File: config.mk
export PLATFORM = sky130hd
export DESIGN_NAME = multifunction_terminal_router
export DESIGN_NICKNAME = d
export VERILOG_FILES = /design/src/pkg/mft_pkg.sv /design/src/pkg/term_filter_if.sv /design/src/hdl/multifunction_terminal_router.sv /design/src/hdl/term_filter.sv
export SDC_FILE = /design/constraint.sdc
export NUM_CORES = 1
export LEC_CHECK = 0
export ABC_AREA = 1
export BUFFER_PORTS_ARGS = -buffer_cell sky130_fd_sc_hd__buf_2
export CORE_ASPECT_RATIO = 0.5
export CORE_MARGIN = 10
export CORE_UTILIZATION = 25
export DETAILED_ROUTE_END_ITERATION = 6
export GPL_ROUTABILITY_DRIVEN = 0
export PLACE_DENSITY_LB_ADDON = 0.08
export SETUP_SLACK_MARGIN = 0.2
export SYNTH_ARGS = -nofsm -noshare
export SYNTH_HDL_FRONTEND = slang
export SYNTH_SLANG_ARGS = --single-unit
File: constraint.sdc
create_clock -name core_clk -period 4.1 [get_ports core_clk]
set_input_delay 0 -clock core_clk [delete_from_list [all_inputs] [get_ports core_clk]]
set_output_delay 0 -clock core_clk [all_outputs]
set_load 0.05 [all_outputs]
File: src/pkg/mft_pkg.sv
// constants shared by the terminal router and its input filter
// assumes one 50 MHz core clock and word-indexed register addresses
package mft_pkg;

    // clock and input-filter timing
    localparam int CLK_PERIOD_NS = 20;
    localparam int RATE_LIMIT_HZ = 250;
    localparam int RECOMMENDED_MAX_HZ = 100;
    localparam int FILTER_TICK_NS = 1_000_000_000 / (2 * RATE_LIMIT_HZ);
    localparam int FILTER_TICK_CYCLES = FILTER_TICK_NS / CLK_PERIOD_NS;

    // sizes
    localparam int NUM_INPUTS = 8;
    localparam int NUM_COLLECTORS = 5;
    localparam int SEL_W = 8;
    localparam int STATUS_W = 64;
    localparam int ALARM_W = 4;
    localparam int ADDR_W = 8;
    localparam int DATA_W = 32;

    // input function codes
    localparam logic [7:0] FN_PULSE_COUNT = 8'h4A;
    localparam logic [7:0] FN_PULSE_CLEAR = 8'h4B;
    localparam logic [7:0] FN_NO_ALLOC = 8'hFF;

    // output code map boundaries
    localparam logic [7:0] CODE_LOW_LAST = 8'h0D;
    localparam logic [7:0] CODE_HIGH_FIRST = 8'h13;
    localparam logic [7:0] CODE_GAP = 8'h1E;
    localparam logic [7:0] CODE_HIGH_LAST = 8'h38;
    localparam logic [7:0] CODE_OPTION = 8'h3F;

    // fault code output modes and contact polarity
    localparam logic [7:0] MODE_OFF = 8'h00;
    localparam logic [7:0] MODE_3BIT = 8'h01;
    localparam logic [7:0] MODE_4BIT = 8'h02;
    localparam logic [7:0] POL_NO = 8'h00;
    localparam logic [7:0] POL_NC = 8'h01;
    localparam int POL_BIT = 0;

    // register offsets
    localparam logic [7:0] A_IN_SEL_BASE = 8'h00;
    localparam logic [7:0] A_RESP_BASE = 8'h08;
    localparam logic [7:0] A_COL_SEL_BASE = 8'h10;
    localparam logic [7:0] A_RLY_SEL = 8'h15;
    localparam logic [7:0] A_COL_POL_BASE = 8'h18;
    localparam logic [7:0] A_RLY_POL = 8'h1D;
    localparam logic [7:0] A_FAULT_MODE = 8'h1E;
    localparam logic [7:0] A_PULSE_TOTAL = 8'h20;
    localparam logic [7:0] A_IRQ_STATUS = 8'h21;
    localparam logic [7:0] A_IRQ_MASK = 8'h22;
    localparam logic [7:0] A_TERM_LEVEL = 8'h23;

    // reset values
    localparam logic [7:0] RST_IN_SEL = 8'hFF;
    localparam logic [7:0] RST_RESP = 8'h00;
    localparam logic [7:0] RST_COL_SEL = 8'hFF;
    localparam logic [7:0] RST_RLY_SEL = 8'h05;
    localparam logic [7:0] RST_COL_POL = 8'h00;
    localparam logic [7:0] RST_RLY_POL = 8'h01;
    localparam logic [7:0] RST_FAULT_MODE = 8'h00;

    // interrupt status bits
    localparam int IRQ_W = 3;
    localparam int IRQ_COUNT = 0;
    localparam int IRQ_CLEAR = 1;
    localparam int IRQ_WRAP = 2;

endpackage

File: src/pkg/term_filter_if.sv
// signals between the router and its input terminal filter
// assumes both ends run on the same core clock
`timescale 1ns/100ps
`default_nettype none
interface term_filter_if #(
    parameter int N = 8,
    parameter int W = 8
);
    logic [N-1:0] raw;
    logic tick;
    logic [W-1:0] setting [N];
    logic [N-1:0] level;

    modport ctrl(output raw, output tick, output setting, input level);
    modport filt(input raw, input tick, input setting, output level);
endinterface
`default_nettype wire

File: src/hdl/multifunction_terminal_router.sv
// multifunction terminal router: pulse counter on inputs, routed contact outputs
// assumes a plain register port and internal status from the core clock domain
//
// Notes on behaviour
// - input select code 74 makes that terminal the pulse counter source
// - every captured pulse adds one to a readable running total
// - total is volatile and returns to zero on reset
// - while a terminal coded 75 is on, the total is cleared
// - highest countable rate is 250/(response time+1) Hz; faster is missed
// - each collector output and the relay have their own function select
// - each output may be normally open or normally closed independently
// - polarity 00 is normally open, 01 closed; relay pairs are complementary
// - fault mode 01 puts a 3-bit fault code on outputs one to three
// - fault mode 02 puts a 4-bit fault code on outputs one to four
// - codes 00 to 13 select the first fourteen status signals in order
// - codes 19 to 32, except 30, select brake, speed, analog loss and link signals
// - codes 33 to 38 select the six logic results
// - codes 39 to 43 select life, contact, overheat and low current signals
// - codes 44 to 49 select six user program outputs
// - codes 50 to 56 select ready, direction, fatal fault and comparators
`timescale 1ns/100ps
`default_nettype none
module multifunction_terminal_router
    import mft_pkg::*;
#(
    parameter int TICK_CYCLES = FILTER_TICK_CYCLES,
    parameter int COUNT_W = 32
) (
    input wire logic core_clk,
    input wire logic srst,
    input wire logic [NUM_INPUTS-1:0] terminal_in,
    input wire logic [STATUS_W-1:0] internal_status,
    input wire logic [ALARM_W-1:0] alarm_code,
    input wire logic [ADDR_W-1:0] reg_addr,
    input wire logic [DATA_W-1:0] reg_wdata,
    input wire logic reg_wr,
    input wire logic reg_rd,
    output logic [DATA_W-1:0] reg_rdata,
    output logic [NUM_COLLECTORS-1:0] collector_out,
    output logic [NUM_COLLECTORS-1:0] collector_oe,
    output logic relay_first_closed,
    output logic relay_second_closed,
    output logic [COUNT_W-1:0] pulse_total_monitor,
    output logic irq
);
    if (TICK_CYCLES < 1 || COUNT_W < 1 || COUNT_W > DATA_W) begin : bad_params
        $error("unsupported TICK_CYCLES or COUNT_W");
    end

    // configuration registers
    logic [SEL_W-1:0] input_terminal_function_select [NUM_INPUTS];
    logic [SEL_W-1:0] input_response_time_setting [NUM_INPUTS];
    logic [SEL_W-1:0] collector_output_function_select [NUM_COLLECTORS];
    logic [SEL_W-1:0] collector_output_polarity [NUM_COLLECTORS];
    logic [SEL_W-1:0] relay_output_function_select;
    logic [SEL_W-1:0] relay_output_polarity;
    logic [SEL_W-1:0] fault_code_output_mode;
    logic [IRQ_W-1:0] irq_status;
    logic [IRQ_W-1:0] irq_mask;

    logic [COUNT_W-1:0] pulse_total;
    logic [31:0] tick_cnt;
    logic tick;
    logic pulse_prev;
    logic clear_prev;
    logic [NUM_INPUTS-1:0] level;
    logic [NUM_INPUTS-1:0] count_mask;
    logic [NUM_INPUTS-1:0] clear_mask;
    logic pulse_count_input;
    logic pulse_total_clear;
    logic pulse_rise;
    logic [IRQ_W-1:0] events;
    logic [DATA_W-1:0] next_rdata;
    logic [NUM_COLLECTORS-1:0] next_collector;
    logic next_relay;

    term_filter_if #(.N(NUM_INPUTS), .W(SEL_W)) filt_bus();

    term_filter #(.N(NUM_INPUTS), .W(SEL_W)) u_filter (
        .core_clk(core_clk),
        .srst(srst),
        .bus(filt_bus)
    );

    assign filt_bus.raw = terminal_in;
    assign filt_bus.tick = tick;
    assign filt_bus.setting = input_response_time_setting;
    assign level = filt_bus.level;

    // output code decode shared by all six outputs
    function automatic logic code_listed(input logic [SEL_W-1:0] code);
        code_listed = (code <= CODE_LOW_LAST)
            || (code >= CODE_HIGH_FIRST && code <= CODE_HIGH_LAST && code != CODE_GAP)
            || (code == CODE_OPTION);
    endfunction

    function automatic logic route(input logic [SEL_W-1:0] code,
                                   input logic [STATUS_W-1:0] st);
        route = code_listed(code) ? st[code[5:0]] : 1'b0;
    endfunction

    // filter time base
    always_ff @(posedge core_clk) begin
        if (srst) begin
            tick_cnt <= '0;
            tick <= 1'b0;
        end else if (tick_cnt == 32'(TICK_CYCLES - 1)) begin
            tick_cnt <= '0;
            tick <= 1'b1;
        end else begin
            tick_cnt <= tick_cnt + 32'h1;
            tick <= 1'b0;
        end
    end

    // terminal function decode
    always_comb begin
        for (int i = 0; i < NUM_INPUTS; i++) begin
            count_mask[i] = input_terminal_function_select[i] == FN_PULSE_COUNT;
            clear_mask[i] = input_terminal_function_select[i] == FN_PULSE_CLEAR;
        end
        pulse_count_input = |(level & count_mask);
        pulse_total_clear = |(level & clear_mask);
        pulse_rise = pulse_count_input & ~pulse_prev;
    end

    // pulse total
    always_ff @(posedge core_clk) begin
        if (srst) begin
            pulse_total <= '0;
            pulse_prev <= 1'b0;
            clear_prev <= 1'b0;
        end else begin
            pulse_prev <= pulse_count_input;
            clear_prev <= pulse_total_clear;
            if (pulse_total_clear) begin
                pulse_total <= '0;
            end else if (pulse_rise) begin
                pulse_total <= pulse_total + COUNT_W'(1);
            end
        end
    end

    // interrupt events
    always_comb begin
        events = '0;
        events[IRQ_COUNT] = pulse_rise & ~pulse_total_clear;
        events[IRQ_CLEAR] = pulse_total_clear & ~clear_prev;
        events[IRQ_WRAP] = events[IRQ_COUNT] & (&pulse_total);
    end

    // register writes
    always_ff @(posedge core_clk) begin
        if (srst) begin
            for (int i = 0; i < NUM_INPUTS; i++) begin
                input_terminal_function_select[i] <= RST_IN_SEL;
                input_response_time_setting[i] <= RST_RESP;
            end
            for (int i = 0; i < NUM_COLLECTORS; i++) begin
                collector_output_function_select[i] <= RST_COL_SEL;
                collector_output_polarity[i] <= RST_COL_POL;
            end
            relay_output_function_select <= RST_RLY_SEL;
            relay_output_polarity <= RST_RLY_POL;
            fault_code_output_mode <= RST_FAULT_MODE;
            irq_mask <= '0;
        end else if (reg_wr) begin
            for (int i = 0; i < NUM_INPUTS; i++) begin
                if (reg_addr == A_IN_SEL_BASE + 8'(i)) begin
                    input_terminal_function_select[i] <= reg_wdata[SEL_W-1:0];
                end
                if (reg_addr == A_RESP_BASE + 8'(i)) begin
                    input_response_time_setting[i] <= reg_wdata[SEL_W-1:0];
                end
            end
            for (int i = 0; i < NUM_COLLECTORS; i++) begin
                if (reg_addr == A_COL_SEL_BASE + 8'(i)) begin
                    collector_output_function_select[i] <= reg_wdata[SEL_W-1:0];
                end
                if (reg_addr == A_COL_POL_BASE + 8'(i)) begin
                    collector_output_polarity[i] <= reg_wdata[SEL_W-1:0];
                end
            end
            if (reg_addr == A_RLY_SEL) begin
                relay_output_function_select <= reg_wdata[SEL_W-1:0];
            end
            if (reg_addr == A_RLY_POL) begin
                relay_output_polarity <= reg_wdata[SEL_W-1:0];
            end
            if (reg_addr == A_FAULT_MODE) begin
                fault_code_output_mode <= reg_wdata[SEL_W-1:0];
            end
            if (reg_addr == A_IRQ_MASK) begin
                irq_mask <= reg_wdata[IRQ_W-1:0];
            end
        end
    end

    // sticky status, write one to clear, a new event wins
    always_ff @(posedge core_clk) begin
        if (srst) begin
            irq_status <= '0;
        end else if (reg_wr && reg_addr == A_IRQ_STATUS) begin
            irq_status <= (irq_status & ~reg_wdata[IRQ_W-1:0]) | events;
        end else begin
            irq_status <= irq_status | events;
        end
    end

    // register reads
    always_comb begin
        next_rdata = '0;
        for (int i = 0; i < NUM_INPUTS; i++) begin
            if (reg_addr == A_IN_SEL_BASE + 8'(i)) begin
                next_rdata[SEL_W-1:0] = input_terminal_function_select[i];
            end
            if (reg_addr == A_RESP_BASE + 8'(i)) begin
                next_rdata[SEL_W-1:0] = input_response_time_setting[i];
            end
        end
        for (int i = 0; i < NUM_COLLECTORS; i++) begin
            if (reg_addr == A_COL_SEL_BASE + 8'(i)) begin
                next_rdata[SEL_W-1:0] = collector_output_function_select[i];
            end
            if (reg_addr == A_COL_POL_BASE + 8'(i)) begin
                next_rdata[SEL_W-1:0] = collector_output_polarity[i];
            end
        end
        if (reg_addr == A_RLY_SEL) begin
            next_rdata[SEL_W-1:0] = relay_output_function_select;
        end
        if (reg_addr == A_RLY_POL) begin
            next_rdata[SEL_W-1:0] = relay_output_polarity;
        end
        if (reg_addr == A_FAULT_MODE) begin
            next_rdata[SEL_W-1:0] = fault_code_output_mode;
        end
        if (reg_addr == A_PULSE_TOTAL) begin
            next_rdata[COUNT_W-1:0] = pulse_total;
        end
        if (reg_addr == A_IRQ_STATUS) begin
            next_rdata[IRQ_W-1:0] = irq_status;
        end
        if (reg_addr == A_IRQ_MASK) begin
            next_rdata[IRQ_W-1:0] = irq_mask;
        end
        if (reg_addr == A_TERM_LEVEL) begin
            next_rdata[NUM_INPUTS-1:0] = level;
        end
    end

    always_ff @(posedge core_clk) begin
        if (srst) begin
            reg_rdata <= '0;
        end else if (reg_rd) begin
            reg_rdata <= next_rdata;
        end else begin
            reg_rdata <= '0;
        end
    end

    // output routing, fault code override, contact polarity
    always_comb begin
        for (int i = 0; i < NUM_COLLECTORS; i++) begin
            next_collector[i] = route(collector_output_function_select[i],
                                      internal_status);
            if (fault_code_output_mode == MODE_3BIT && i < 3) begin
                next_collector[i] = alarm_code[i];
            end
            if (fault_code_output_mode == MODE_4BIT && i < 4) begin
                next_collector[i] = alarm_code[i];
            end
            next_collector[i] = next_collector[i]
                ^ collector_output_polarity[i][POL_BIT];
        end
        next_relay = route(relay_output_function_select, internal_status)
            ^ relay_output_polarity[POL_BIT];
    end

    always_ff @(posedge core_clk) begin
        if (srst) begin
            collector_out <= '0;
            collector_oe <= '0;
            relay_first_closed <= 1'b0;
            relay_second_closed <= 1'b1;
        end else begin
            collector_out <= '0;
            collector_oe <= next_collector;
            relay_first_closed <= next_relay;
            relay_second_closed <= ~next_relay;
        end
    end

    always_ff @(posedge core_clk) begin
        if (srst) begin
            pulse_total_monitor <= '0;
            irq <= 1'b0;
        end else begin
            pulse_total_monitor <= pulse_total;
            irq <= |(irq_status & irq_mask);
        end
    end

    chk_reset_zero: assert property (@(posedge core_clk) disable iff (srst)
        $fell(srst) |-> pulse_total == '0)
        else $error("pulse total not zero after reset");

    chk_clear_wins: assert property (@(posedge core_clk) disable iff (srst)
        pulse_total_clear |=> pulse_total == '0)
        else $error("clear did not zero the pulse total");

    chk_count_step: assert property (@(posedge core_clk) disable iff (srst)
        (pulse_rise && !pulse_total_clear) |=> pulse_total == $past(pulse_total) + COUNT_W'(1))
        else $error("pulse total did not step by one");

    chk_no_source: assert property (@(posedge core_clk) disable iff (srst)
        (count_mask == '0 && !pulse_total_clear) |=> pulse_total == $past(pulse_total))
        else $error("pulse total moved with no counting terminal");

    chk_monitor_follow: assert property (@(posedge core_clk) disable iff (srst)
        ##1 pulse_total_monitor == $past(pulse_total))
        else $error("monitor value does not follow pulse total");

    chk_relay_pairs: assert property (@(posedge core_clk) disable iff (srst)
        relay_first_closed != relay_second_closed)
        else $error("relay contact pairs not complementary");

    chk_relay_route: assert property (@(posedge core_clk) disable iff (srst)
        (relay_output_function_select == 8'h00) |=> relay_first_closed
            == ($past(internal_status[0]) ^ $past(relay_output_polarity[POL_BIT])))
        else $error("relay does not follow the run signal");

    chk_alarm_three: assert property (@(posedge core_clk) disable iff (srst)
        (fault_code_output_mode == MODE_3BIT) |=> collector_oe[2:0]
            == ($past(alarm_code[2:0]) ^ $past({collector_output_polarity[2][POL_BIT],
            collector_output_polarity[1][POL_BIT], collector_output_polarity[0][POL_BIT]})))
        else $error("fault code not on outputs one to three");

    chk_unlisted_idle: assert property (@(posedge core_clk) disable iff (srst)
        !code_listed(collector_output_function_select[4])
            |=> collector_oe[4] == $past(collector_output_polarity[4][POL_BIT]))
        else $error("unallocated output not at inactive level");

    chk_irq_level: assert property (@(posedge core_clk) disable iff (srst)
        ##1 irq == $past(|(irq_status & irq_mask)))
        else $error("interrupt output disagrees with masked status");
endmodule
`default_nettype wire

File: src/hdl/term_filter.sv
// input terminal synchroniser and response-time filter
// assumes raw pins are asynchronous and tick is a one-cycle pulse
`timescale 1ns/100ps
`default_nettype none
module term_filter
    import mft_pkg::*;
#(
    parameter int N = 8,
    parameter int W = 8
) (
    input wire logic core_clk,
    input wire logic srst,
    term_filter_if.filt bus
);
    logic [N-1:0] sync1;
    logic [N-1:0] sync2;
    logic [N-1:0] sync3;
    logic [N-1:0] agreed;
    logic [N-1:0] level;
    logic [W-1:0] cnt [N];

    if (N < 1 || W < 1) begin : bad_params
        $error("unsupported N or W");
    end

    always_ff @(posedge core_clk) begin
        if (srst) begin
            sync1 <= '0;
            sync2 <= '0;
            sync3 <= '0;
            agreed <= '0;
        end else begin
            sync1 <= bus.raw;
            sync2 <= sync1;
            sync3 <= sync2;
            agreed <= (sync2 & sync3) | (agreed & (sync2 ^ sync3));
        end
    end

    // a change is taken after setting+1 ticks of stability
    always_ff @(posedge core_clk) begin
        if (srst) begin
            level <= '0;
            for (int i = 0; i < N; i++) begin
                cnt[i] <= '0;
            end
        end else begin
            for (int i = 0; i < N; i++) begin
                if (agreed[i] == level[i]) begin
                    cnt[i] <= '0;
                end else if (bus.tick) begin
                    if (cnt[i] == bus.setting[i]) begin
                        level[i] <= agreed[i];
                        cnt[i] <= '0;
                    end else begin
                        cnt[i] <= cnt[i] + W'(1);
                    end
                end
            end
        end
    end

    assign bus.level = level;

    chk_level_on_tick: assert property (@(posedge core_clk) disable iff (srst)
        (level != $past(level)) |-> $past(bus.tick))
        else $error("terminal level changed without a filter tick");
endmodule
`default_nettype wire

Word-level counts from Yosys, hierarchy flattened

Memories as Yosys holds them, arrays and structs flattened.
Cells that the tools add are included.

Bits in registers: 273
Memory bits (writable): 208
Input bits: 120
Output and inout port bits: 77
Word-level logic and storage cells: 565
Memories: 4

Memory list:

| name                             | words | width | rd ports | clocked after Yosys merged registers in | write ports | line                                | text |
|---|---|---|---|---|---|---|---|
| input_terminal_function_select   | 8     | 8     | 8        | 0                                       | 8           | multifunction_terminal_router.sv:51 | `logic [SEL_W-1:0] input_terminal_function_select [NUM_INPUTS];` |
| u_filter.cnt                     | 8     | 8     | 8        | 0                                       | 8           | term_filter.sv:20                   | `logic [W-1:0] cnt [N];` |
| collector_output_function_select | 5     | 8     | 5        | 0                                       | 5           | multifunction_terminal_router.sv:53 | `logic [SEL_W-1:0] collector_output_function_select [NUM_COLLECTORS];` |
| collector_output_polarity        | 5     | 8     | 5        | 0                                       | 5           | multifunction_terminal_router.sv:54 | `logic [SEL_W-1:0] collector_output_polarity [NUM_COLLECTORS];` |

Add/subtract/negate cells: 10
Order comparisons: 24
Equal/unequal tests: 79
Mux-type cells: 280
Bitwise logic cells: 77
Reduce and logical (&&, ||, !) cells: 54

Operators with widths:

| kind                                                               | number |
|---|---|
| 2-to-1 mux 8 bit                                                   | 73 |
| 2-to-1 mux 1 bit                                                   | 198 |
| equality test 8 x 7 -> 1 bit (second input constant)               | 16 |
| equality test 8 x 5 -> 1 bit (second input constant)               | 13 |
| equality test 8 x 6 -> 1 bit (second input constant)               | 10 |
| adder 32 x 1 -> 32 bit (second input constant)                     | 2 |
| adder 8 x 1 -> 8 bit (second input constant)                       | 8 |
| equality test 8 x 4 -> 1 bit (second input constant)               | 8 |
| equality test 8 bit                                                | 8 |
| greater-or-equal comparator 8 x 5 -> 1 bit (second input constant) | 6 |
| less-or-equal comparator 8 x 4 -> 1 bit (second input constant)    | 6 |
| less-or-equal comparator 8 x 6 -> 1 bit (second input constant)    | 6 |
| inequality test 8 x 5 -> 1 bit (second input constant)             | 6 |
| < comparator 6 x 7 -> 1 bit (second input constant)                | 6 |
| bitwise OR 1 bit                                                   | 42 |
| binary-select mux 1 bit (select 6 bit)                             | 6 |
| bitwise AND 8 bit                                                  | 4 |
| equality test 32 x 17 -> 1 bit (second input constant)             | 1 |
| equality test 8 x 3 -> 1 bit (second input constant)               | 4 |
| AND reduction 32 bit                                               | 1 |
| equality test 8 x 2 -> 1 bit (second input constant)               | 3 |
| AND reduction 2 bit                                                | 12 |
| AND reduction 3 bit                                                | 8 |
| equality test 8 x 1 -> 1 bit (second input constant)               | 2 |
| 17 further kinds                                                   | 75 |

Longest topological paths before layout

Gate-level depths: netlist of run 1.

Depth in word-level cells: 34
Depth in mapped cells: 24
Depth with buffers taken out: 24

Hierarchy

Synthesis of run 1 repeated with hierarchy kept, for this count alone.

Cell total of the unflattened synthesis: 3,274
Area, all modules: 25,035.3 µm²

Modules (own cells, without submodules):

| module                        | instances | cells each | area an instance (µm²) | sequential area each (µm²) |
|---|---|---|---|---|
| multifunction_terminal_router | 1         | 2,443      | 18,934.4               | 8,988.6 |
| term_filter                   | 1         | 831        | 6,100.9                | 2,722.6 |

Worst setup path after synthesis of run 1

Ideal clock, no wire load.

Path type: flip-flop to flip-flop
Start: register tick_cnt[0]
End: register tick_cnt[30]
Library setup time: 115 ps
Arrival time: 2,492 ps
Data required time: 3,985 ps
Setup slack: 1,494 ps
Cell stages (with the launch flop): 24
Path buffers: 0
Clock period less this slack: 2,606 ps
Cells stage by stage: dfxtp_1 > ha_1 > nand2_1 > nor2_2 > inv_2 > nor2_4 > nand4_2 > nor2_2 > inv_2 > nor4_4 > nand2_2 > nor2_4 > nand3_2 > nor2_2 > nand2_1 > nor2_2 > nand2_2 > inv_2 > nand4_2 > nor2_2 > nand2_1 > nor2_2 > a21oi_1 > o21a_1

Cells in the longest elaborated chain, start to end: 2
Elaborated cells on any way between the ends: 3
Classes of those cells: add/sub (1); eq/ne (1); reduce/logical (1)

RTL lines:

| element                                                                        | line                                 | text |
|---|---|---|
| start, declared                                                                | multifunction_terminal_router.sv:62  | `logic [31:0] tick_cnt;` |
| start signal, assigned                                                         | multifunction_terminal_router.sv:111 | `tick_cnt <= tick_cnt + 32'h1;` |
| parallel branches: the longest is 2 deep, another holds adder 32 x 1 -> 32 bit | n/a                                  |  |

Parallel ways; which one is timed is not known.
A chain may end at the register's enable or synchronous reset.

==> summary.txt, run 1 <==
Clock tree
  • H-tree lvl count: 2
  • Clk root buf: clkbuf_16
  • CTS tree: yes
  • Clk buf depth: 3
  • Clock Pin Slew Worst Setup and Hold Paths: 0.07 ns
  • Post-CTS Setup Repair Bufs: 0
  • Num CTS Buffers: 51
  • Clk sink count: 481
  • Worst skew pair latency: 0.62 ns
  • Post_cts resized: 0

Floorplan
  • Die height: 240.7 um
  • Row Count: 80
  • Die ar.: 111000 um2
  • Chip width: 461.3 um
  • Core area: 95990 um2
  • Initial Util: 25.36%
  • # IOs: 197

Drt
  • Metal-1 WL: 45.43 mm
  • Met2 Wirelength: 42.10 mm
  • Routed wl met3: 4.180 mm
  • Post-route ant nets: 0
  • DRT iter0 DRCs: 1597
  • Top routing layer used: met4
  • Vias per cell: 4.801
  • Drt first pass iters: 6
  • Post-Route WL: 93.33 mm
  • DR WL/cell: 20.17 um
  • DRC: 0
  • DR vias: 22210

Outcome
  • Status: finished, violations left
  • Violations in the final reports: negative hold slack

Final layout
  • Nets: 3452
  • Layout cell share with drive strength beyond 1: 11.21%
  • Filler cell count: 10360
  • Non-Filler Instances: 4626
  • Diodes inserted: 0
  • Synthesis-to-finish area growth: 18.17%

Logic synthesis
  • Top post-synthesis cells by area: edfxtp_1 (26%), dfxtp_1 (22%), nand2_1 (9.9%), inv_1 (6.4%), nor2_1 (5.6%)
  • Syn Area/Cell: 7.822 um2
  • Commonest cells post-synth: nand2_1 (641), inv_1 (414), nor2_1 (361)
  • Seq/Total Area, Yosys: 48.10%
  • Top cell type's share of synthesized area: 25.65%
  • EDFF count, synth: 208
  • Number of synthesized register bits: 481
  • Post-synth ARST share: 0%
  • Mapped Area: 24350 um2
  • Predominant post-synthesis flop cell: dfxtp_1
  • Cell variety after synth: 59
  • Post-Synthesis Cells: 3113
  • Synth area leader: edfxtp_1
  • Count leader, synth: nand2_1
  • Ys Warns: 0

Setup path
  • Slowest CP cell: nor4b_1
  • Capturing element type of the critical path: register
  • CP startpoint kind: register
  • Max incr delay on CP: 0.53 ns
  • Arr. time, crit path: 3.91 ns
  • CP required: 4.61 ns
  • CP Class: register to register
  • Critical-path cell list: nor4b_1 > nand4_1 > o21ai_1 > a211oi_1 > nand2_1 > nand2_2 > nor3_2 > nand4_1 > nor2_1 > nand4_1 > inv_2 > nand2_1 > nor3_1 > nand2_1 > o21ai_1 > a21oi_1
  • Crit path max fanout: 8
  • Flop-to-flop setup slack: 0.69 ns

Power and ir drop
  • Total power: 10.87 mW
  • Net Sw Power: 2.757 mW
  • Lkg Pwr: 11.03 nW
  • Switching share of power: 25.35%
  • P_int: 8.117 mW
  • Pwr dens: 377.9 nW/um2
  • Part of the power in registers: 47.4%
  • Maximum VDD drop: 306.2 uV
  • Clock power frac: 45.2%
  • Logic pwr share: 7.4%

Hold path
  • Worst Hold Class: primary input to register

STA
  • Setup TNS: 0 ns
  • Max-slew violations: 0
  • RSZ-0062 raised after global routing: no
  • Final Skew: 0.03035 ns
  • Hold Vio Cnt, Final: 1
  • Hold_ws: -0.01607 ns
  • Worst slew pin tran: 1.104 ns
  • Fmax: 293.5 MHz
  • Final period util: 83.09%
  • Slew HR: 24.51%
  • Tmin final: 3.407 ns
  • Final setup vio count: 0

Global route
  • Largest net degree at the start of global routing: 48
  • Vias in the first global route: 21270
  • Global-route usage over all layers: 16.11%
  • Antenna violations before repair: 0
  • First-pass GRT wire length: 137.6 mm
  • GRT overflow: 0

Placement
  • Cells after DPL: 4508
  • Hpwl dp: 70.33 mm
  • Input/output buffers: 167

Job
  • Max Cap Viol: 0
stage by stage:
stage          hold slack [ns]  cell area, um2  util (%)  worst slack [ns]
2_1_floorplan           0.1070           24360         -             1.494
3_3_place_gp            0.2170           26790     27.91            0.7486
3_5_place_dp            0.2121           26790     27.91            0.7142
4_1_cts                0.01063           28770     29.97            0.6886
5_1_grt                0.03638           28770     29.97            0.2919
6_report              -0.01607           28770     29.97            0.6931
per-layer routing:
layer  global-route usage [%]  vias up
li1                         -    10980
met1                    22.63    10560
met2                    26.22      556
met3                    2.312      117
met4                    3.340        0
met5                        0        -
power by group through the flow:
stage | Sequential [mW] | Clock, mW | Combinational (mW)
detailed placement | 5.26 | 0 | 0.785
floorplan | 5.25 | 0 | 0.420
finish | 5.16 | 4.91 | 0.803
global route | 5.17 | 5.27 | 0.875
global placement | 5.26 | 0 | 0.787
CTS | 5.15 | 5.08 | 0.802
sequential cells by signal, summed over array words and instances, names as in the netlist, 40 cells and up:
register and count:
u_filter.cnt 64, collector_output_function_select 40, collector_output_polarity 40, filt_bus.setting 64
input_terminal_function_select 64
worst max-delay path, delay by kind of cell, from the launching register on:
family / cells / cell delay [ns]
AOI/OAI and AO/OA: 4 / 0.56
DFF: 1 / 0.38
and+or+nand+nor: 11 / 2.19
buffers and inverters: 1 / 0.13
cell families after synthesis:
| family | after synthesis | synth area share (%) |
|---|---|---|
| flip-flops | 481 | 48.10 |
| adder cells (fa/ha/maj) | 18 | 0.9250 |
| AO/OA/AOI/OAI | 681 | 16.78 |
| XOR/XNOR | 45 | 1.619 |
| AND/OR/NAND/NOR | 1350 | 24.18 |
| other | 1 | 0.01540 |
| buffers and inverters | 537 | 8.381 |
repair_timing:
item,4_1_cts,5_1_grt
endpoints found under the hold margin,86,0
hold buffers,24,0
endpoints found under the setup margin,0,0
final cells by class:
cell class              instances  area [um2]  area share [%]
clock buffers                  75        1540           5.353
clock inverters                19       200.2          0.6958
inverters                     438        1645           5.718
multi-input cells            2099       10620           36.90
flip-flops and latches        481       11710           40.70
well taps                    1271        1590           5.527
repair buffers                243        1469           5.105
layout by cell type (no fill, tap or decap), drive strengths merged, types with 12 or more instances in the layout:
master / instances
a21oi: 237
a221oi: 13
a22oi: 48
buf: 219
clkbuf: 75
clkinv: 12
dfxtp: 273
dlygate4sd3: 24
edfxtp: 208
ha: 18
inv: 439
nand2: 649
nand3: 91
nand4: 101
nor2: 375
nor3: 59
nor3b: 15
nor4: 22
o21ai: 220
o221ai: 74
o22ai: 25
or2: 22
xnor2: 18
xor2: 27
worst paths after layout:
path                                   startpoint                end  cells after the start
max          input_terminal_function_select[1][5]    pulse_total[26]                     16
min                                 alarm_code[0]    collector_oe[0]                      4
max reg2reg  input_terminal_function_select[1][5]    pulse_total[26]                     16
min reg2reg                     u_filter.sync1[7]  u_filter.sync2[7]                      2
Power figures use the tool's default switching activity.
==> run 2: changes to the inputs <==
--- a/config.mk
+++ b/config.mk
@@ -5,7 +5,7 @@
 export SDC_FILE = /design/constraint.sdc
 export NUM_CORES = 1
 export LEC_CHECK = 0
-export ABC_AREA = 1
+export ABC_AREA = 0
 export BUFFER_PORTS_ARGS = -buffer_cell sky130_fd_sc_hd__buf_2
 export CORE_ASPECT_RATIO = 0.5
 export CORE_MARGIN = 10
==> constraint.sdc (replaced) <==
create_clock -name core_clk -period 3.01 [get_ports core_clk]
set_input_delay 0 -clock core_clk [delete_from_list [all_inputs] [get_ports core_clk]]
set_output_delay 0 -clock core_clk [all_outputs]
set_load 0.05 [all_outputs]
==> summary.txt, run 2 <==
Outcome
  • Status: finished clean

Logic synthesis
  • Commonest cells post-synth: dfxtp_1 (273), nor2_1 (273), nand2_1 (220)
  • Synth Area in XOR/XNOR: 5.625% (+4.0 points)
  • Cell variety after synth: 86 (+46%)
  • Synth area leader: edfxtp_1
  • Top cell type's share of synthesized area: 24.76% (-0.89 points)
  • Mapped Area: 25220 um2 (+3.6%)
  • Seq/Total Area, Yosys: 46.43% (-1.7 points)
  • Syn Area/Cell: 10.16 um2 (+30%)
  • Predominant post-synthesis flop cell: dfxtp_1
  • Compound-cell area share of the yosys netlist: 10.69% (-6.1 points)
  • Top post-synthesis cells by area: edfxtp_1 (25%), dfxtp_1 (22%), mux4_2 (7.9%), mux2i_1 (5.3%), nor2_1 (4.1%)
  • Synthesized-area fraction occupied by adder cells: 0.8929% (-0.032 points)
  • EDFF count, synth: 208 (unchanged)
  • Post-Synthesis Cells: 2482 (-20%)
  • Post-synth ARST share: 0% (unchanged)
  • Number of synthesized register bits: 481 (unchanged)
  • Ys Warns: 0 (unchanged)
  • Simple-gate share of the synthesized area: 19.30% (-4.9 points)
  • Combinational family with the most area after synthesis: simple AND/OR/NAND/NOR gates
  • Post-synthesis mux area share: 13.81% (+14 points)

Drt
  • DR vias: 21090 (-5.1%)
  • Metal-1 WL: 47.77 mm (+5.2%)
  • Routed wl met3: 6.303 mm (+51%)
  • Post-Route WL: 101.9 mm (+9.2%)
  • DR WL/cell: 24.60 um (+22%)
  • Met2 Wirelength: 44.71 mm (+6.2%)
  • Post-route ant nets: 0 (unchanged)
  • Top routing layer used: met5
  • Vias per cell: 5.092 (+6.1%)
  • DRT iter0 DRCs: 1849 (+16%)
  • DRC: 0 (unchanged)
  • Drt first pass iters: 6 (unchanged)

Hold path
  • WHS Path Cells: 3 (-1)
  • Worst Hold Class: primary input to register
  • Hold_sp: terminal_in[6]
  • Hold endpoint: u_filter.sync1[6]

Setup path
  • FF-to-FF Start: input_terminal_function_select[1][15]
  • Reg2reg end: pulse_total[25]
  • Slowest CP cell: or4bb_1
  • Max incr delay on CP: 0.54 ns (about the same)
  • Worst Reg2Reg Path Length in Cells: 8 (-8)
  • Arr. time, crit path: 3.25 ns (-0.66 ns)
  • CP Class: register to register
  • Crit path max fanout: 14 (+6)
  • CP required: 3.57 ns (-1.04 ns)
  • Capturing element type of the critical path: register
  • Critical-path cell list: or4bb_1 > nor4_2 > a2111oi_1 > a21oi_4 > buf_12 > nand4_1 > or4_1 > a21oi_1
  • CP startpoint kind: register
  • Flop-to-flop setup slack: 0.33 ns (-0.37 ns)

Global route
  • Global-route usage over all layers: 17.07% (+0.95 points)
  • First-pass GRT wire length: 148.2 mm (+7.7%)
  • Vias in the first global route: 20740 (-2.5%)
  • GRT overflow: 0 (unchanged)
  • Antenna violations before repair: 6 (+6)
  • Largest net degree at the start of global routing: 56 (+17%)

Clock tree
  • Clock Pin Slew Worst Setup and Hold Paths: 0.07 ns (about the same)
  • H-tree lvl count: 2 (unchanged)
  • Clk buf depth: 3 (unchanged)
  • Worst skew pair latency: 0.64 ns (+0.02 ns)
  • Clk sink count: 481 (unchanged)
  • Clk root buf: clkbuf_16
  • Num CTS Buffers: 51 (unchanged)
  • CTS tree: yes

Power and ir drop
  • Clock power frac: 45.2% (about the same)
  • Maximum VDD drop: 376.2 uV (+23%)
  • Logic pwr share: 9.2% (+1.8 points)
  • P_int: 11.57 mW (+43%)
  • Pwr dens: 506.6 nW/um2 (+34%)
  • Lkg Pwr: 11.34 nW (+2.8%)
  • Switching share of power: 25.50% (+0.15 points)
  • Part of the power in registers: 45.6% (-1.8 points)
  • Net Sw Power: 3.961 mW (+44%)

Placement
  • Hpwl dp: 75.53 mm (+7.4%)
  • Input/output buffers: 167 (unchanged)
  • Pre-CTS WS: 0.2269 ns (-0.4872 ns)
  • Area after DPL: 28510 um2 (+6.4%)

STA
  • Hold Vio Cnt, Final: 0 (-1)
  • Fmax: 372.5 MHz (+27%)
  • Hold_ws: 0.1153 ns (+0.1314 ns)
  • Final setup vio count: 0 (unchanged)
  • Tmin final: 2.685 ns (-0.7223 ns)
  • Worst slew pin tran: 0.9171 ns (-0.1868 ns)
  • Fin worst setup slack: 0.3254 ns (-0.3677 ns)
  • Setup TNS: 0 ns (unchanged)
  • Slew HR: 37.28% (+13 points)
  • Max-slew violations: 0 (unchanged)
  • RSZ-0062 raised after global routing: no
  • Final period util: 89.19% (+6.1 points)
  • Final Skew: 0.02744 ns (-0.002908 ns)

Floorplan
  • Chip width: 469.2 um (+1.7%)
  • Die ar.: 114800 um2 (+3.4%)
  • Initial Util: 25.19% (-0.18 points)
  • Core area: 100100 um2 (+4.3%)
  • Die height: 244.6 um (+1.6%)
  • # IOs: 197 (unchanged)
  • Row Count: 82 (+2.5%)

Final layout
  • Post-route cell area: 30660 um2 (+6.6%)
  • Synthesis-to-finish area growth: 21.56%
  • Leading cell type in the layout, fill and taps excluded: dfxtp_1
  • Multi-input gate area: 12770 um2 (+20%)
  • Nets: 2891 (-16%)
  • Filler cell count: 10520 (+1.5%)
  • Register area: 11710 um2 (unchanged)
  • Layout cell share with drive strength beyond 1: 20.50% (+9.3 points)
  • Most frequent cells in the layout: dfxtp_1 (273), nor2_1 (272), nand2_1 (219), edfxtp_1 (208)

Job
  • Max Cap Viol: 0 (unchanged)
## run 2: cell types whose count changed after synthesis, moves of 47 or more
cell	before	now
nand4_1	98	47
mux2i_1	0	133
nand3_1	88	137
nand2_1	641	220
nor2_1	361	273
o221ai_1	74	15
mux4_2	0	88
inv_1	414	40
and3_1	3	56
xnor2_1	18	88
a21oi_1	237	99
xor2_1	27	74
nor2b_1	0	70
o21ai_0	211	72
## run 2: layout make-up
type                       count  area share, %
multi-input combinational   1810          41.64
tap                         1344          5.484
sequential                   481          38.19
timing repair buffer         365          8.149
clock inverter                28          1.143
antenna                        2        0.01632
inverter                      44         0.5386
clock buffer                  67          4.836
## run 2: kinds of logic (layout without fill, tap and decap cells)
family / after synthesis / count (layout)
compound gates: 397 / 397
xor+xnor: 162 / 162
fa+ha+maj: 18 / 18
buf+inv: 195 / 504
flops: 481 / 481
mux: 236 / 236
other cells: 1 / 7
simple gates: 992 / 992
## run 2: what timing repair did
item	CTS	global route
buffers inserted	0	3
hold buffers	23	0
resized for setup	0	9
endpoints found under the hold margin	105	0
setup endpoints to repair	0	15
## run 2: per-layer routing
metal,track usage [%],up-vias
li1,-,9740
met1,24.13,10520
met2,26.17,669
met3,3.349,152
met4,5.134,2
met5,0,-
## run 2: how the worst max path moves through the flow
stage	end	startpoint	slack (ns)	cells after the start
after floorplan	collector_oe[3]	collector_output_function_select[0][24]	0.50	7
after global placement	reg_rdata[2]	reg_addr[3]	0.21	8
after detailed placement	pulse_total[25]	input_terminal_function_select[1][31]	0.23	9
after CTS	pulse_total[25]	input_terminal_function_select[1][31]	0.22	9
after global routing	pulse_total[25]	input_terminal_function_select[1][15]	0.22	8
final	pulse_total[25]	input_terminal_function_select[1][15]	0.33	8
## run 2: worst max-delay path, delay by kind of cell (launching register included)
kind                   cells  cell delay (ns)
AOI/OAI and AO/OA          3             0.52
DFF                        1             0.42
buffers and inverters      1             0.17
and+or+nand+nor            4             1.50
## run 2: power groups by stage
stage	Combinational, mW	Clock [mW]	Sequential [mW]
floorplan	0.768	0	7.15
detailed placement	1.39	0	7.23
global placement	1.39	0	7.23
global route	1.52	7.51	7.09
CTS	1.42	7.24	7.08
finish	1.43	7.02	7.08
## run 2: per-stage QoR
step	total power, mW	util, %	cells
CTS	15.74	30.53	4136
global placement	8.619	28.47	4018
global route	16.12	30.62	4140
floorplan	7.921	-	2486
detailed placement	8.618	28.47	4018
finish	15.53	30.62	4141
==> run 3: changes to the inputs <==
--- a/config.mk
+++ b/config.mk
@@ -7,7 +7,7 @@
 export LEC_CHECK = 0
 export ABC_AREA = 0
 export BUFFER_PORTS_ARGS = -buffer_cell sky130_fd_sc_hd__buf_2
-export CORE_ASPECT_RATIO = 0.5
+export CORE_ASPECT_RATIO = 0.7
 export CORE_MARGIN = 10
 export CORE_UTILIZATION = 25
 export DETAILED_ROUTE_END_ITERATION = 6
==> summary.txt, run 3 (synthesis results as in run 2) <==
STA
  • Setup TNS: 0 ns (unchanged)
  • Final Skew: 0.03424 ns (+0.006798 ns)
  • Final setup vio count: 0 (unchanged)
  • Max-slew violations: 0 (unchanged)
  • Fin worst setup slack: 0.2724 ns (-0.05300 ns)
  • Fmax: 365.3 MHz (-1.9%)
  • Slew HR: 12.50% (-25 points)
  • RSZ-0062 raised after global routing: yes
  • Hold Vio Cnt, Final: 0 (unchanged)
  • Tmin final: 2.738 ns (+0.05300 ns)
  • Hold_ws: 0.1004 ns (-0.01491 ns)
  • Worst slew pin tran: 1.299 ns (+0.3817 ns)
  • Final period util: 90.95% (+1.8 points)

Floorplan
  • Core area: 100100 um2 (about the same)
  • Chip width: 399.6 um (-15%)
  • Die height: 285.8 um (+17%)
  • Row Count: 97 (+18%)
  • # IOs: 197 (unchanged)
  • Die ar.: 114200 um2 (-0.50%)
  • Initial Util: 25.19% (about the same)

Final layout
  • Layout cell share with drive strength beyond 1: 20.85% (+0.35 points)
  • Most frequent cells in the layout: dfxtp_1 (273), nor2_1 (271), nand2_1 (220), edfxtp_1 (208), buf_4 (174)
  • Synthesis-to-finish area growth: 22.10%
  • Register area: 11710 um2 (unchanged)
  • Multi-input gate area: 12830 um2 (+0.51%)
  • Filler cell count: 10440 (-0.76%)
  • Final Core Density: 30.76% (+0.14 points)
  • Diodes inserted: 0 (-2)
  • Nets: 2903 (+0.42%)
  • Leading cell type in the layout, fill and taps excluded: dfxtp_1

Setup path
  • Cell mode on critical path: buf_4
  • Slowest CP cell: or4_1
  • CP Buf/Inv Count: 3 (+2)
  • Delay-heaviest family, CP: simple AND/OR/NAND/NOR gates
  • CP required: 3.60 ns (+0.03 ns)
  • CP startpoint kind: register
  • Crit path max fanout: 8 (-6)
  • Critical-path cell list: nand4bb_1 > nor4_2 > buf_4 > a2111oi_1 > a21oi_2 > buf_4 > nand4_1 > buf_4 > or4_1 > nand2_1
  • Capturing element type of the critical path: register
  • Arr. time, crit path: 3.33 ns (+0.08 ns)
  • Max incr delay on CP: 0.47 ns (-0.07 ns)
  • CP Class: register to register

Global route
  • Global-route usage over all layers: 17.90% (+0.83 points)
  • GRT overflow: 0 (unchanged)
  • Antenna violations before repair: 6 (unchanged)
  • First-pass GRT wire length: 153.4 mm (+3.5%)
  • Largest net degree at the start of global routing: 105 (+88%)
  • Vias in the first global route: 21110 (+1.8%)

Clock tree
  • Clock Pin Slew Worst Setup and Hold Paths: 0.06 ns (about the same)
  • Worst skew pair latency: 0.65 ns (about the same)
  • H-tree lvl count: 2 (unchanged)
  • Num CTS Buffers: 54 (+5.9%)
  • CTS tree: yes
  • Clk sink count: 481 (unchanged)
  • Clk buf depth: 3 (unchanged)
  • Clk root buf: clkbuf_16

Drt
  • DR WL/cell: 25.60 um (+4.0%)
  • Vias per cell: 5.221 (+2.5%)
  • Post-route ant nets: 0 (unchanged)
  • DRT iter0 DRCs: 2129 (+15%)
  • Routed wl met3: 8.250 mm (+31%)
  • DRC: 0 (unchanged)
  • Post-Route WL: 106.1 mm (+4.2%)
  • DR vias: 21650 (+2.7%)
  • Drt first pass iters: 5 (-1)
  • Top routing layer used: met5
  • Metal-1 WL: 53.61 mm (+12%)
  • Met2 Wirelength: 42.70 mm (-4.5%)

Power and ir drop
  • Lkg Pwr: 11.42 nW (+0.75%)
  • Pwr dens: 504.2 nW/um2 (-0.47%)
  • Maximum VDD drop: 471.3 uV (+25%)
  • Total power: 15.53 mW (about the same)

Outcome
  • Status: finished clean

Job
  • Max Cap Viol: 0 (unchanged)

Hold path
  • Worst Hold Class: primary input to register

Placement
  • Hpwl dp: 80.09 mm (+6.0%)
  • Pre-CTS WS: 0.01347 ns (-0.2135 ns)
  • Input/output buffers: 167 (unchanged)
-- run 3: worst reg2reg max path, cell delays in order, from the launching register on --
cell and delay, ns:
edfxtp_1 0.43, nand4bb_1 0.28, nor4_2 0.33, buf_4 0.23, a2111oi_1 0.13, a21oi_2 0.23, buf_4 0.17, nand4_1 0.14
buf_4 0.21, or4_1 0.47, nand2_1 0.08
-- run 3: through the flow --
step	instances	area [um2]
floorplan	2486	25240
global placement	4019	28590
detailed placement	4019	28590
CTS	4143	30720
global route	4146	30800
finish	4146	30800
-- run 3: repair_timing --
item | CTS | global route
endpoints found under the hold margin | 62 | 0
setup buffers | 0 | 3
gates resized for setup | 8 | 7
setup endpoints to repair | 23 | 23
hold buffers | 23 | 0
pin swaps | 0 | 4
-- run 3: layout make-up --
type | count | share of cell area, %
Multi-Input combinational cell | 1810 | 41.67
Timing Repair Buffer | 374 | 8.373
Inverter | 44 | 0.5363
Clock buffer | 78 | 5.184
Sequential cell | 481 | 38.03
Tap cell | 1336 | 5.428
Clock inverter | 23 | 0.7881
-- run 3: metal layers --
layer	global-route usage, %	vias up
li1	-	9765
met1	28.12	10980
met2	24.78	791
met3	3.746	111
met4	3.093	2
met5	0	-
-- run 3: power by group --
| group | switching (mW) | internal [mW] |
|---|---|---|
| clock network | 2.97 | 3.98 |
| logic | 0.927 | 0.569 |
| registers | 0.163 | 6.93 |
-- run 3: worst paths after layout --
path	startpoint	end	slack, ns	cells after the start
setup reg to reg	input_terminal_function_select[0][15]	pulse_total[23]	0.27	10
setup / recovery	input_terminal_function_select[0][15]	pulse_total[23]	0.27	10
hold / removal	terminal_in[5]	u_filter.sync1[5]	0.10	3
hold reg to reg	u_filter.sync1[5]	u_filter.sync2[5]	0.44	1
